### config.mk
export PLATFORM = sky130hd
export DESIGN_NAME = part_timer
export DESIGN_NICKNAME = d
export VERILOG_FILES = /design/src/hdl/part_timer.v
export VERILOG_INCLUDE_DIRS = /design/src /design/src/inc
export SDC_FILE = /design/constraint.sdc
export NUM_CORES = 1
export LEC_CHECK = 0
export BUFFER_PORTS_ARGS = -buffer_cell sky130_fd_sc_hd__buf_2
export CAP_MARGIN = 20
export CORE_UTILIZATION = 40
export DETAILED_ROUTE_END_ITERATION = 10
export MAX_ROUTING_LAYER = met4
export PLACE_DENSITY = 0.68
export SLEW_MARGIN = 15
export SYNTH_ARGS = -nofsm -noshare
export SYNTH_HDL_FRONTEND = slang
export SYNTH_SLANG_ARGS = --single-unit
### constraint.sdc
create_clock -name aclk -period 3.77 [get_ports aclk]
set_input_delay 0.377 -clock aclk [delete_from_list [all_inputs] [get_ports aclk]]
set_output_delay 0.377 -clock aclk [all_outputs]
set_load 0.02 [all_outputs]
### src/inc/part_consts.vh
/*
  Register offsets, field positions and reset values of the PWM
  auto-reload timer. Assumes a 32-bit AXI4-Lite register slave.
*/
`ifndef PART_CONSTS_VH
`define PART_CONSTS_VH

// ----------------------------------------------------------------
// Register indices; byte address is four times the index
// ----------------------------------------------------------------
`define PART_IDX_DUTY3    8'h73
`define PART_IDX_DUTY2    8'h74
`define PART_IDX_DUTY1    8'h75
`define PART_IDX_DUTY0    8'h76
`define PART_IDX_WOCR     8'h77
`define PART_IDX_TCSR     8'h78
`define PART_IDX_CNT      8'h79
`define PART_IDX_RELOAD   8'h7A
`define PART_IDX_CCSR     8'h7B
`define PART_IDX_CAP1     8'h7C
`define PART_IDX_CAP2     8'h7D

// ----------------------------------------------------------------
// Field positions
// ----------------------------------------------------------------
`define PART_TCSR_EXT     7
`define PART_TCSR_DIV_HI  6
`define PART_TCSR_DIV_LO  4
`define PART_TCSR_RUN     3
`define PART_TCSR_FRL     2
`define PART_TCSR_IEN     1
`define PART_TCSR_WRAP    0

// ----------------------------------------------------------------
// Reset values and bus answers
// ----------------------------------------------------------------
`define PART_RST8         8'h00
`define PART_RESP_OKAY    2'h0
`define PART_RESP_SLVERR  2'h2

`endif

### src/hdl/part_timer.v
/*
  8-bit auto-reload PWM timer with 7-bit prescaler, four PWM
  channels and two input-capture channels, behind an AXI4-Lite
  slave. Assumes pins (event clock, capture inputs) are
  asynchronous to aclk; event clock well below aclk / 4.
*/
// Notes on behaviour
// - Run bit clear freezes prescaler and counter; set lets counter advance.
// - Force-reload bit reads zero; writing one loads reload, clears prescaler.
// - Overflow request is wrap flag gated by wrap interrupt enable.
// - Wrap flag sets on FFh to reload passage; control read clears it.
// - Counter register reads live count; write replaces count, counting on.
// - Overflow loads reload value and sets outputs to polarity level.
// - Reload sets PWM period and resolution; zero gives full 8 bits.
// - Upper nibble of PWM control enables each channel onto its pin.
// - Polarity zero: high while count at or below compare, else low.
// - Polarity change inverts that output immediately; here the output flop applies it one aclk after the write lands.
// - Duty register sets second edge; reload sets common first edge.
// - Top two bits of capture control read as zero.
// - Edge select zero captures on falling edge, one on rising.
// - Each capture channel interrupt enable masks its request.
// - Capture sets flag; reading that capture register clears it.
// - Capture register holds counter value latched at capture.
// - All registers read zero after reset.
// - Hidden compare loads from duty register at each overflow.
// - Three-bit divide field picks one of eight prescaler taps.
// - External clock select picks event clock pin as prescaler input.
// - Capture register not overwritten until software has read it.
`timescale 1ns/1ps
`default_nettype none
`include "part_consts.vh"

module part_timer #(
  parameter NCH = 4
) (
  input  wire            aclk,
  input  wire            aresetn,
  input  wire [31:0]     s_axi_awaddr,
  input  wire            s_axi_awvalid,
  output wire            s_axi_awready,
  input  wire [31:0]     s_axi_wdata,
  input  wire [3:0]      s_axi_wstrb,
  input  wire            s_axi_wvalid,
  output wire            s_axi_wready,
  output reg  [1:0]      s_axi_bresp,
  output reg             s_axi_bvalid,
  input  wire            s_axi_bready,
  input  wire [31:0]     s_axi_araddr,
  input  wire            s_axi_arvalid,
  output wire            s_axi_arready,
  output reg  [31:0]     s_axi_rdata,
  output reg  [1:0]      s_axi_rresp,
  output reg             s_axi_rvalid,
  input  wire            s_axi_rready,
  input  wire            event_clk,
  input  wire [1:0]      capture_pin,
  output reg  [NCH-1:0]  waveform_out,
  output wire [NCH-1:0]  waveform_oe,
  output wire            wrap_irq,
  output wire [1:0]      capture_irq
);

  // ----------------------------------------------------------------
  // Pin synchronisers
  // ----------------------------------------------------------------
  reg [2:0] meta_q;
  reg [2:0] sync_q;
  reg [2:0] prev_q;
  // Bit 2 is the event clock, bits 1:0 the capture pins.
  // A third stage keeps the previous level for edge detection,
  // so every edge costs three aclk cycles of latency.
  // Pulses shorter than about one aclk period may be lost.

  always @(posedge aclk) begin
    if (!aresetn) begin
      meta_q <= 3'h0;
      sync_q <= 3'h0;
      prev_q <= 3'h0;
    end else begin
      meta_q <= {event_clk, capture_pin};
      sync_q <= meta_q;
      prev_q <= sync_q;
    end
  end

  // ----------------------------------------------------------------
  // Registers
  // ----------------------------------------------------------------
  reg [7:0] duty_q [0:NCH-1];
  reg [7:0] shadow_compare_q [0:NCH-1];
  reg [7:0] wocr_q;
  reg [7:0] tcsr_q;
  reg [7:0] cnt_q;
  reg [7:0] reload_q;
  reg [5:0] ccsr_q;
  reg [7:0] cap_q [0:1];
  reg [6:0] presc_q;

  // ----------------------------------------------------------------
  // AXI4-Lite write channel
  // ----------------------------------------------------------------
  reg         aw_held_q;
  reg [7:0]   aw_idx_q;
  reg         aw_bad_q;
  reg         w_held_q;
  reg [7:0]   w_data_q;
  reg         w_lane_q;
  // Address and data are parked independently, so the master may
  // offer them in either order. The write lands one cycle after
  // both are parked, when the response is raised; a new address
  // or data beat is refused until that response has been taken.
  // Only byte lane 0 carries register data; a mapped write without it
  // is answered OKAY and changes nothing.

  assign s_axi_awready = !aw_held_q && !s_axi_bvalid;
  assign s_axi_wready  = !w_held_q && !s_axi_bvalid;

  wire wr_go = aw_held_q && w_held_q && !s_axi_bvalid;
  wire wr_ok = wr_go && !aw_bad_q && w_lane_q;

  always @(posedge aclk) begin
    if (!aresetn) begin
      aw_held_q    <= 1'b0;
      aw_idx_q     <= 8'h00;
      aw_bad_q     <= 1'b0;
      w_held_q     <= 1'b0;
      w_data_q     <= 8'h00;
      w_lane_q     <= 1'b0;
      s_axi_bvalid <= 1'b0;
      s_axi_bresp  <= 2'h0;
    end else begin
      if (s_axi_awvalid && s_axi_awready) begin
        aw_held_q <= 1'b1;
        aw_idx_q  <= s_axi_awaddr[9:2];
        aw_bad_q  <= (s_axi_awaddr[31:10] != 22'h0) ||
                     (s_axi_awaddr[9:2] < `PART_IDX_DUTY3) ||
                     (s_axi_awaddr[9:2] > `PART_IDX_CCSR);
      end
      if (s_axi_wvalid && s_axi_wready) begin
        w_held_q <= 1'b1;
        w_data_q <= s_axi_wdata[7:0];
        w_lane_q <= s_axi_wstrb[0];
      end
      if (wr_go) begin
        aw_held_q    <= 1'b0;
        w_held_q     <= 1'b0;
        s_axi_bvalid <= 1'b1;
        s_axi_bresp  <= aw_bad_q ? `PART_RESP_SLVERR : `PART_RESP_OKAY;
      end else if (s_axi_bvalid && s_axi_bready) begin
        s_axi_bvalid <= 1'b0;
      end
    end
  end

  // ----------------------------------------------------------------
  // AXI4-Lite read channel
  // ----------------------------------------------------------------
  assign s_axi_arready = !s_axi_rvalid;
  // Read data are taken from the live registers at the edge that
  // accepts the address, so side-effect clears land at that edge.
  wire       rd_go  = s_axi_arvalid && s_axi_arready;
  wire [7:0] rd_idx = s_axi_araddr[9:2];
  wire       rd_hi  = s_axi_araddr[31:10] != 22'h0;

  reg [7:0] rd_val;
  reg       rd_bad;
  always @* begin
    rd_val = 8'h00;
    rd_bad = rd_hi;
    case (rd_idx)
      `PART_IDX_DUTY3:  rd_val = duty_q[3];
      `PART_IDX_DUTY2:  rd_val = duty_q[2];
      `PART_IDX_DUTY1:  rd_val = duty_q[1];
      `PART_IDX_DUTY0:  rd_val = duty_q[0];
      `PART_IDX_WOCR:   rd_val = wocr_q;
      `PART_IDX_TCSR:   rd_val = tcsr_q & 8'hFB;
      `PART_IDX_CNT:    rd_val = cnt_q;
      `PART_IDX_RELOAD: rd_val = reload_q;
      `PART_IDX_CCSR:   rd_val = {2'b00, ccsr_q};
      `PART_IDX_CAP1:   rd_val = cap_q[0];
      `PART_IDX_CAP2:   rd_val = cap_q[1];
      default:          rd_bad = 1'b1;
    endcase
  end

  // Side-effect reads only count when the read is a mapped access
  wire rd_tcsr = rd_go && !rd_hi && rd_idx == `PART_IDX_TCSR;
  wire rd_cap1 = rd_go && !rd_hi && rd_idx == `PART_IDX_CAP1;
  wire rd_cap2 = rd_go && !rd_hi && rd_idx == `PART_IDX_CAP2;

  always @(posedge aclk) begin
    if (!aresetn) begin
      s_axi_rvalid <= 1'b0;
      s_axi_rdata  <= 32'h00000000;
      s_axi_rresp  <= 2'h0;
    end else if (rd_go) begin
      s_axi_rvalid <= 1'b1;
      s_axi_rdata  <= {24'h000000, rd_bad ? 8'h00 : rd_val};
      s_axi_rresp  <= rd_bad ? `PART_RESP_SLVERR : `PART_RESP_OKAY;
    end else if (s_axi_rready) begin
      s_axi_rvalid <= 1'b0;
    end
  end

  // ----------------------------------------------------------------
  // Prescaler and counter
  // ----------------------------------------------------------------
  wire       ext_rise = sync_q[2] && !prev_q[2];
  wire       run      = tcsr_q[`PART_TCSR_RUN];
  // Prescaler input: every aclk or each event clock rising edge
  wire       in_tick  = tcsr_q[`PART_TCSR_EXT] ? ext_rise : 1'b1;
  wire [2:0] div_sel  = tcsr_q[`PART_TCSR_DIV_HI:`PART_TCSR_DIV_LO];
  wire [7:0] presc_n  = {1'b0, presc_q} + 8'h01;
  // Tap n ticks when the low n prescaler bits all roll over
  wire [7:0] tap_mask = (8'h01 << div_sel) - 8'h01;
  wire       cnt_tick = run && in_tick &&
                        ((presc_q & tap_mask[6:0]) == tap_mask[6:0]);
  wire       wrap     = cnt_tick && (cnt_q == 8'hFF);
  // A counter write or forced reload restarts the prescaler, so
  // counting resumes from a known phase; force reload wins when
  // both arrive together, which the bus cannot produce anyway.

  wire wr_tcsr = wr_ok && aw_idx_q == `PART_IDX_TCSR;
  wire frl     = wr_tcsr && w_data_q[`PART_TCSR_FRL];
  wire wr_cnt  = wr_ok && aw_idx_q == `PART_IDX_CNT;

  always @(posedge aclk) begin
    if (!aresetn) begin
      presc_q <= 7'h00;
      cnt_q   <= `PART_RST8;
    end else if (frl) begin
      presc_q <= 7'h00;
      cnt_q   <= reload_q;
    end else if (wr_cnt) begin
      presc_q <= 7'h00;
      cnt_q   <= w_data_q;
    end else if (run && in_tick) begin
      presc_q <= presc_n[6:0];
      if (cnt_tick)
        cnt_q <= wrap ? reload_q : cnt_q + 8'h01;
    end
  end

  // ----------------------------------------------------------------
  // Control registers; set of a flag wins over a clearing read
  // ----------------------------------------------------------------
  always @(posedge aclk) begin
    if (!aresetn) begin
      tcsr_q   <= `PART_RST8;
      wocr_q   <= `PART_RST8;
      reload_q <= `PART_RST8;
    end else begin
      if (wr_ok && aw_idx_q == `PART_IDX_WOCR)
        wocr_q <= w_data_q;
      if (wr_ok && aw_idx_q == `PART_IDX_RELOAD)
        reload_q <= w_data_q;
      if (wr_tcsr)
        tcsr_q[7:1] <= {w_data_q[7:3], 1'b0, w_data_q[1]};
      if (wrap)
        tcsr_q[`PART_TCSR_WRAP] <= 1'b1;
      else if (rd_tcsr)
        tcsr_q[`PART_TCSR_WRAP] <= 1'b0;
    end
  end

  assign wrap_irq = tcsr_q[`PART_TCSR_IEN] && tcsr_q[`PART_TCSR_WRAP];

  // ----------------------------------------------------------------
  // PWM channels
  // ----------------------------------------------------------------
  // Raw level is 1 at/below compare; polarity XORs combinationally
  // in the output flop so a polarity write acts next cycle.
  genvar gi;
  generate
    for (gi = 0; gi < NCH; gi = gi + 1) begin : g_pwm
      always @(posedge aclk) begin
        if (!aresetn) begin
          duty_q[gi]           <= `PART_RST8;
          shadow_compare_q[gi] <= `PART_RST8;
          waveform_out[gi]     <= 1'b0;
        end else begin
          if (wr_ok && aw_idx_q == (`PART_IDX_DUTY0 - gi))
            duty_q[gi] <= w_data_q;
          if (wrap)
            shadow_compare_q[gi] <= duty_q[gi];
          waveform_out[gi] <=
            (cnt_q <= shadow_compare_q[gi]) ^ wocr_q[gi];
        end
      end
      assign waveform_oe[gi] = wocr_q[4 + gi];
    end
  endgenerate

  // ----------------------------------------------------------------
  // Input capture
  // ----------------------------------------------------------------
  generate
    for (gi = 0; gi < 2; gi = gi + 1) begin : g_cap
      wire rise = sync_q[gi] && !prev_q[gi];
      wire fall = !sync_q[gi] && prev_q[gi];
      wire edge_hit = ccsr_q[4 + gi] ? rise : fall;
      wire rd_clr = (gi == 0) ? rd_cap1 : rd_cap2;
      // An edge arriving while the flag is set is dropped, so the
      // first captured value survives until software reads it.
      always @(posedge aclk) begin
        if (!aresetn) begin
          cap_q[gi]     <= `PART_RST8;
          ccsr_q[gi]    <= 1'b0;
        end else if (edge_hit && !ccsr_q[gi]) begin
          cap_q[gi]  <= cnt_q;
          ccsr_q[gi] <= 1'b1;
        end else if (rd_clr) begin
          ccsr_q[gi] <= 1'b0;
        end
      end
      assign capture_irq[gi] = ccsr_q[2 + gi] && ccsr_q[gi];
    end
  endgenerate

  // Software-owned capture control bits; flags live in g_cap.
  always @(posedge aclk) begin
    if (!aresetn)
      ccsr_q[5:2] <= 4'h0;
    else if (wr_ok && aw_idx_q == `PART_IDX_CCSR)
      ccsr_q[5:2] <= w_data_q[5:2];
  end

endmodule // part_timer

`default_nettype wire

==> run summary, run 1 <==
The logic depth of the worst register-to-register path is 5. The launch point of the worst reg-to-reg path is cnt_q[1]$_SDFFE_PN0P_. The diode insertion count for antenna repair came out at 0.

No sink is reached through more buffers than the 2 on the longest clock path. The total area of multi-input combinational cells came out at 4160 um^2. The final period utilization is 0.732. The post-route setup TNS is 0 ns.

The fraction of power consumed by sequential logic is 0.499. Row generation in the floorplan step produced 53 rows. Yosys attributes the largest share of cell area to sky130_fd_sc_hd__edfxtp_1 27%, sky130_fd_sc_hd__dfxtp_1 20%, sky130_fd_sc_hd__and2_1 5.5%. The detailed-route DRC error count is 0. The static leakage came out at 4.09 nW. The first-pass GRT wire length is 36.5 mm. The clock network fraction of total power is 0.437. The post-route non-filler standard cell count came out at 1,280. VDD sags by at most 0.301 mV. After clock tree synthesis, the setup repair step added 0 buffers. The switching share of power is 0.234. The min-delay analysis places its worst path in the category in -> reg. The first-pass iteration count of the detailed router is 5.

The post-synth design cell area came out at 8780 um^2. The routed wirelength normalized by instance count is 18.7 um. The count of final hold-check violations is 0. The register area share after synthesis is 0.476. The number of nets with antenna violations after routing is 0. The total number of yosys warnings is 0. The number of synthesized flops with an enable pin is 80. The remaining global-route overflow is 0. In this run the power spent charging and discharging nets is 0.955 mW. The die boundary width is 150 um.

The CTS tree is done. The die area came out at 22,600 um^2. Yosys mapped the design onto 73 distinct sky130hd cell types. The arrival time of data at the critical path endpoint came out at 2.84 ns. The total power density per cell area came out at 405 nW/um^2. Timing would allow up to 0.362 GHz. The largest total area in the synthesized netlist belongs to sky130_fd_sc_hd__edfxtp_1.

Of all flip-flops after synthesis, the portion carrying an async set or reset was 0. The worst-margin pin slew came out at 0.930 ns. The number of nets in the final layout is 1,136. After synthesis the netlist holds a flip-flop and latch count of 169. For this run, the total global-route usage over all layers was measured as 0.227. The via count is 7,083.

The worst max-slew margin expressed relative to the limit is 0.378. The clock latency on the worst-skew pair came out at 0.43 ns. The count of filler cells inserted in the layout came out at 2,012.

The synthesis-to-layout area growth is 14.8%. The count of buffers from port buffering came out at 104. The via count normalized by instance count is 5.53. The violation count after the first detailed-routing iteration came out at 663.

Of the cells placed in the final design, the portion with a size suffix greater than 1 is 0.174. STA classifies the critical path endpoint as a flip-flop. The internal power contribution is 3.13 mW. The combinational cell fraction of total power came out at 0.065. The element type at the critical path start is a flip-flop. Following the worst setup path forward leads to its endpoint at shadow_compare_q[2][7]$_SDFFCE_PN0P_. The number of antenna violations at the first check in global routing is 0. The proportion of netlist area held by the largest area contributor is 0.274. The region available for standard cell placement spans 21,300 um^2.

The total wire length came out at 24.0 mm. The required time of the critical path is 3.86 ns. The flip-flop and latch area is 4180 um^2.

The endpoint identified for the worst register-to-register timing path is shadow_compare_q[2][7]$_SDFFCE_PN0P_. The kind of critical path is reg -> reg. The initial utilization of the core area, before any placement, comes to 0.413. The internal reg-to-reg setup slack came out at 1.01 ns. The minimum clock period after layout is 2.76 ns.

After detailed placement, the design holds a cell count of 1,246. In this run the count of I/O pins placed on the die edge is 162. The synthesized instance count came out at 897. The number of hold buffers added after CTS was 0. The vertical die dimension came out at 150 um.

The max-slew violation count came out at 0. The congestion estimate from routability-driven global placement came to 0.952. The number of clock buffers added by TritonCTS is 17. The max-cap check violation count is 0. The root buffer cell chosen for the clock tree is sky130_fd_sc_hd__clkbuf_16. The CTS H-tree depth is 4. The worst-path maximum fanout is 32. The number of endpoints failing setup at the final stage came out at 0. Dividing the synthesized area by the synthesized cell count gives 9.79 um^2. The number of global-route vias before repair is 6,522.

The clock net in this run drives a total of 169 sinks. The final HPWL from detailed placement is 17.3 mm. The final clock skew is 0.00868 ns. The pin count of the biggest net entering global routing came out at 56.

The register clock-pin slew on the reported worst setup and hold paths came out at 0.07 ns. Setup repair after global routing left no endpoint under its margin. The post-cts gate resize count is 0. The most used flip-flop cell after synthesis is sky130_fd_sc_hd__dfxtp_1. The run finished with clean final reports. The launch point of the worst path is cnt_q[1]$_SDFFE_PN0P_.
-- registers in the layout, summed over array words and instances, names as in the netlist, 8 cells and up --
signal	flops
wocr_q	8
duty_q	32
cap_q	16
cnt_q	8
shadow_compare_q	32
reload_q	8
s_axi_rdata	8
w_data_q	8
aw_idx_q	8
-- cell usage after synthesis, types with 9 or more instances --
cell,instances
sky130_fd_sc_hd__nand3_1,23
sky130_fd_sc_hd__o21ai_0,27
sky130_fd_sc_hd__mux2i_1,39
sky130_fd_sc_hd__ha_1,34
sky130_fd_sc_hd__inv_1,41
sky130_fd_sc_hd__and2_1,77
sky130_fd_sc_hd__a21oi_1,43
sky130_fd_sc_hd__nor3_1,12
sky130_fd_sc_hd__a22oi_1,12
sky130_fd_sc_hd__o22ai_1,11
sky130_fd_sc_hd__nor2_1,84
sky130_fd_sc_hd__clkbuf_1,33
sky130_fd_sc_hd__buf_4,30
sky130_fd_sc_hd__nand2_1,57
sky130_fd_sc_hd__nor4_1,19
sky130_fd_sc_hd__dfxtp_1,89
sky130_fd_sc_hd__a21o_1,11
sky130_fd_sc_hd__nand4_1,13
sky130_fd_sc_hd__edfxtp_1,80
sky130_fd_sc_hd__a32oi_1,9
sky130_fd_sc_hd__a31oi_1,9
sky130_fd_sc_hd__nand2b_1,9
sky130_fd_sc_hd__and3_1,18
-- stage by stage --
step | util | setup slack [ns] | area, um^2 | hold WS (ns) | power [mW]
4_1_cts | 0.473 | 1.05 | 10100 | 0.114 | 4.10
2_1_floorplan | - | 0.498 | 8880 | 0.412 | 2.24
3_3_place_gp | 0.445 | 1.10 | 9470 | 0.417 | 2.33
5_1_grt | 0.474 | 0.913 | 10100 | 0.119 | 4.21
3_5_place_dp | 0.445 | 1.07 | 9480 | 0.418 | 2.34
6_report | 0.474 | 1.01 | 10100 | 0.122 | 4.08
-- per-layer routing --
| metal | global-route usage | share of wire | vias up |
|---|---|---|---|
| li1 | - | - | 3377 |
| met1 | 0.288 | 0.44 | 3309 |
| met2 | 0.348 | 0.45 | 320 |
| met5 | - | 0 | - |
| met4 | 0.116 | 0.042 | 0 |
| met3 | 0.0412 | 0.070 | 77 |
-- layout by cell type, fill, tap and decap left out, types with 13 or more instances in the layout --
master,netlist,final
sky130_fd_sc_hd__buf_2,6,107
sky130_fd_sc_hd__nor4_1,19,19
sky130_fd_sc_hd__and3_1,18,18
sky130_fd_sc_hd__inv_1,41,41
sky130_fd_sc_hd__mux2i_1,39,39
sky130_fd_sc_hd__dfxtp_1,89,89
sky130_fd_sc_hd__nand4_1,13,13
sky130_fd_sc_hd__a21oi_1,43,43
sky130_fd_sc_hd__nor2_1,84,84
sky130_fd_sc_hd__clkbuf_16,0,17
sky130_fd_sc_hd__and2_1,77,77
sky130_fd_sc_hd__buf_4,30,14
sky130_fd_sc_hd__conb_1,1,26
sky130_fd_sc_hd__edfxtp_1,80,80
sky130_fd_sc_hd__ha_1,34,34
sky130_fd_sc_hd__nand3_1,23,23
sky130_fd_sc_hd__o21ai_0,27,26
sky130_fd_sc_hd__nand2_1,57,57
-- power by group through the flow --
stage / clock, mW / combinational (mW) / sequential [mW]
floorplan: 0 / 0.200 / 2.04
global placement: 0 / 0.258 / 2.07
detailed placement: 0 / 0.263 / 2.08
CTS: 1.80 / 0.264 / 2.04
global route: 1.88 / 0.292 / 2.04
finish: 1.78 / 0.263 / 2.04
-- cells by family after synthesis --
group                      share of synthesized area
buffers and inverters                         0.0615
adders and majority gates                     0.0484
AOI/OAI and AO/OA                              0.126
muxes                                         0.0521
and+or+nand+nor                                0.224
xor gates and xnor gates                      0.0110
other                                       0.000427
DFF                                            0.476
-- critical path, stage by stage (launching register included) --
cell	delay, ns
sky130_fd_sc_hd__dfxtp_1	0.76
sky130_fd_sc_hd__ha_1	0.33
sky130_fd_sc_hd__nand3_1	0.18
sky130_fd_sc_hd__or3_1	0.57
sky130_fd_sc_hd__o21ai_2	0.19
sky130_fd_sc_hd__buf_4	0.37
-- how the worst min path moves through the flow --
| stage | cells after the start | startpoint | slack [ns] | to |
|---|---|---|---|---|
| floorplan | 1 | meta_q[0]$_SDFF_PN0_ | 0.41 | sync_q[0]$_SDFF_PN0_ |
| global placement | 1 | meta_q[1]$_SDFF_PN0_ | 0.42 | sync_q[1]$_SDFF_PN0_ |
| detailed placement | 1 | meta_q[1]$_SDFF_PN0_ | 0.42 | sync_q[1]$_SDFF_PN0_ |
| CTS | 2 | s_axi_rready | 0.11 | s_axi_rvalid$_SDFFE_PN0P_ |
| global route | 2 | s_axi_rready | 0.12 | s_axi_rvalid$_SDFFE_PN0P_ |
| finish | 2 | s_axi_rready | 0.12 | s_axi_rvalid$_SDFFE_PN0P_ |
-- area by class of cell --
type,count,share of cell area
repair buffers,121,0.0635
clock buffers,21,0.0447
flip-flops and latches,169,0.415
clock inverters,11,0.0145
well taps,275,0.0341
inverters,42,0.0156
multi-input cells,641,0.413
Power figures use the tool's default switching activity.
==> run 2: changes to the inputs <==
--- a/config.mk
+++ b/config.mk
@@ -11,7 +11,7 @@
 export CORE_UTILIZATION = 40
 export DETAILED_ROUTE_END_ITERATION = 10
 export MAX_ROUTING_LAYER = met4
-export PLACE_DENSITY = 0.68
+export PLACE_DENSITY = 0.66
 export SLEW_MARGIN = 15
 export SYNTH_ARGS = -nofsm -noshare
 export SYNTH_HDL_FRONTEND = slang
==> constraint.sdc (replaced) <==
create_clock -name aclk -period 2.8 [get_ports aclk]
set_input_delay 0.28 -clock aclk [delete_from_list [all_inputs] [get_ports aclk]]
set_output_delay 0.28 -clock aclk [all_outputs]
set_load 0.02 [all_outputs]
==> run 2 against run 1 <==
Compared with the run above:
- setup slack got worse by 0.46 ns
- non-clock buffer count rose by 14
- first-iteration DRC count fell by 14%
- hold slack got worse by 0.092 ns
- wire length rose by 2.4%
- clock-buffer cell count rose by 2
- total power rose by 34%
- critical endpoint is now shadow_compare_q[2][5]$_SDFFCE_PN0P_
- largest cell class unchanged
- highest routed layer unchanged
==> run summary, run 2 (synthesis gave the netlist of run 1 again) <==
The global-route usage over all layers is 0.231 (+0.00342). The total power density per cell area is 536 nW/um^2 (+32%). The launch point of the worst reg-to-reg path is cnt_q[0]$_SDFFE_PN0P_. The number of setup buffers added after CTS is 0 (unchanged). The flow ran to the end, and the final reports show no timing, DRC or antenna violations. The post-place instance area came out at 9620 um^2 (+1.5%). The post-route setup TNS was 0 ns (unchanged). The worst-path maximum fanout is 32 (unchanged). The violation count after the first detailed-routing iteration came to 573 (-14%).

The clock latency on the worst-skew pair is 0.43 ns (about the same). The largest registers in the layout are duty_q x32, shadow_compare_q x32, cap_q x16. The setup slack after placement is 0.579 ns (-0.491 ns). The most frequent standard cell in the layout excluding fill and tap cells is sky130_fd_sc_hd__buf_2.

The CTS H-tree depth came out at 4 (unchanged). STA classifies the critical path endpoint as a flip-flop. The worst max-slew margin expressed relative to the limit is 0.388 (+0.0101). The internal reg-to-reg setup slack came out at 0.55 ns (-0.46 ns). The critical path is of the reg -> reg type. The arrival time of data at the critical path endpoint was 2.37 ns (-0.47 ns).

The required time of the critical path is 2.92 ns (-0.94 ns). The max-cap check violation count came out at 0 (unchanged). The count of filler cells inserted in the layout is 2,001 (-0.55%). The die boundary width came out at 150 um (unchanged). The final HPWL from detailed placement is 18.1 mm (+4.3%).

The effective utilization at floorplan came out at 0.413 (unchanged). The vertical die dimension came out at 150 um (unchanged). The first-pass GRT wire length came out at 37.3 mm (+2.3%). The worst hold margin came out at 0.0305 ns (-0.0916 ns). The diode insertion count for antenna repair came out at 0 (unchanged).

The number of instances on the worst hold path was 2 (unchanged). The worst register-to-register path ends at shadow_compare_q[2][5]$_SDFFCE_PN0P_. The logic depth of the worst register-to-register path came out at 5 (unchanged). The max-slew violation count is 0 (unchanged). The worst-path cell with the longest stage delay is sky130_fd_sc_hd__or3_1.

The number of buffers created by CTS is 17 (unchanged). The final period utilization is 0.805 (+0.0729). The via count came out at 7,074 (-0.13%). The worst setup path is launched from a flip-flop. The number of antenna violations at the first check in global routing came to 0 (unchanged). Relative to the synthesized area, the layout overhead comes to 16.3%. In the layout the commonest cells are 105 x sky130_fd_sc_hd__buf_2, 89 x sky130_fd_sc_hd__dfxtp_1, 84 x sky130_fd_sc_hd__nor2_1. The number of endpoints failing setup at the final stage was 0 (unchanged). The post-cts gate resize count is 0 (unchanged). In this run the most critical hold path is launched from s_axi_rready.

The number of placed I/O pins is 162 (unchanged). The number of hold buffers added after cts came out at 0 (unchanged). The number of nets in the final layout is 1,150 (+1.2%). The static leakage came out at 4.16 nW (+1.7%). Setup repair after global routing left no endpoint under its margin.

The fraction of layout instances using a drive strength above 1 is 0.185 (+0.0113). The final weighted congestion in routability-driven placement came out at 0.954 (+0.19%). The capture endpoint of the worst hold path is s_axi_rvalid$_SDFFE_PN0P_. The worst-margin pin slew was 0.915 ns (-0.0150 ns).

The routed wirelength normalized by instance count came to 18.9 um (+1.2%). The pin count of the biggest net entering global routing is 33 (-41%). The first-pass iteration count of the detailed router is 6 (+1). TritonCTS built the clock tree. The fmax is 0.444 GHz (+22%). The post-route worst setup slack is 0.547 ns (-0.464 ns). The number of global-route vias before repair is 6,644 (+1.9%).

CTS placed an instance of sky130_fd_sc_hd__clkbuf_16 at the clock tree root. The count of final hold-check violations came to 0 (unchanged). The detailed-route DRC error count is 0 (unchanged). The number of clock sinks is 169 (unchanged). The minimum clock period after layout came out at 2.25 ns (-0.506 ns). The register clock-pin slew on the reported worst setup and hold paths came to 0.06 ns (about the same).

The post-route standard cell area excluding fillers is 10,200 um^2 (+1.3%). The number of nets with antenna violations after routing is 0 (unchanged). The largest stage delay on the critical path is 0.54 ns (-0.22 ns). The class of the tightest hold or removal check is in -> reg.

The floorplan core area came out at 21,300 um^2 (unchanged). The count of buffers from port buffering was 104 (unchanged). The remaining global-route overflow came to 0 (unchanged).

The standard-cell row count came out at 53 (unchanged). The via count normalized by instance count was 5.47 (-1.2%). The critical path goes through ha_1 > nand3_1 > or3_1 > o21ai_2 > buf_12. The total wire length is 24.5 mm (+2.4%). The final clock skew is 0.0111 ns (+0.00244 ns).

The die area was 22,600 um^2 (unchanged). The clock tree buffer depth is 2 (unchanged). The maximum resistive drop on vdd came out at 0.390 mV (+29%).
run 2: changes by cell type in the layout (fill, tap and decap cells not counted), moves of 2 or more:
cell / delta
sky130_fd_sc_hd__clkinvlp_4: +2
sky130_fd_sc_hd__buf_2: -2
sky130_fd_sc_hd__buf_12: +2
sky130_fd_sc_hd__clkinv_4: -2
sky130_fd_sc_hd__buf_4: +14
run 2: area by class of cell:
type / instances / area, um^2 / share of cell area
multi-input combinational: 641 / 4160 / 0.407
timing repair buffer: 135 / 776 / 0.0759
sequential: 169 / 4180 / 0.410
inverter: 42 / 158 / 0.0154
tap: 275 / 344 / 0.0337
clock inverter: 9 / 114 / 0.0111
clock buffer: 23 / 479 / 0.0469
run 2: through the flow:
stage          std cells  total power, mW  utilization
2_1_floorplan        922             3.02            -
3_3_place_gp        1261             3.16        0.452
3_5_place_dp        1262             3.16        0.452
4_1_cts             1294             5.51        0.480
5_1_grt             1294             5.65        0.480
6_report            1294             5.48        0.480
run 2: metal layers:
layer,wire length [um],up-vias,GRT usage
met5,0,-,-
met4,724,0,0.0904
met3,1660,47,0.0461
met2,11600,309,0.370
met1,10500,3321,0.286
li1,-,3397,-
run 2: how the worst max path moves through the flow:
stage	start	end	slack (ns)	cells past startpoint
finish	cnt_q[0]$_SDFFE_PN0P_	shadow_compare_q[2][5]$_SDFFCE_PN0P_	0.55	5
global route	cnt_q[0]$_SDFFE_PN0P_	shadow_compare_q[2][5]$_SDFFCE_PN0P_	0.43	5
CTS	cnt_q[0]$_SDFFE_PN0P_	shadow_compare_q[2][5]$_SDFFCE_PN0P_	0.57	5
detailed placement	cnt_q[0]$_SDFFE_PN0P_	shadow_compare_q[2][3]$_SDFFCE_PN0P_	0.58	5
global placement	cnt_q[0]$_SDFFE_PN0P_	shadow_compare_q[2][2]$_SDFFCE_PN0P_	0.56	5
floorplan	cnt_q[1]$_SDFFE_PN0P_	shadow_compare_q[0][0]$_SDFFCE_PN0P_	0.12	5
run 2: critical path, delay by kind of cell, from the launching register on:
family / cells / cell delay (ns)
buffers and inverters: 1 / 0.22
and+or+nand+nor: 2 / 0.72
DFF: 1 / 0.50
AOI/OAI and AO/OA: 1 / 0.23
adders and majority gates: 1 / 0.26
run 2: where the power goes:
part / total [mW] / internal (mW) / switching (mW) / leakage (nW)
Clock: 2.37 / 1.40 / 0.970 / 0.280
Sequential: 2.73 / 2.66 / 0.0758 / 1.55
Combinational: 0.380 / 0.140 / 0.239 / 2.33
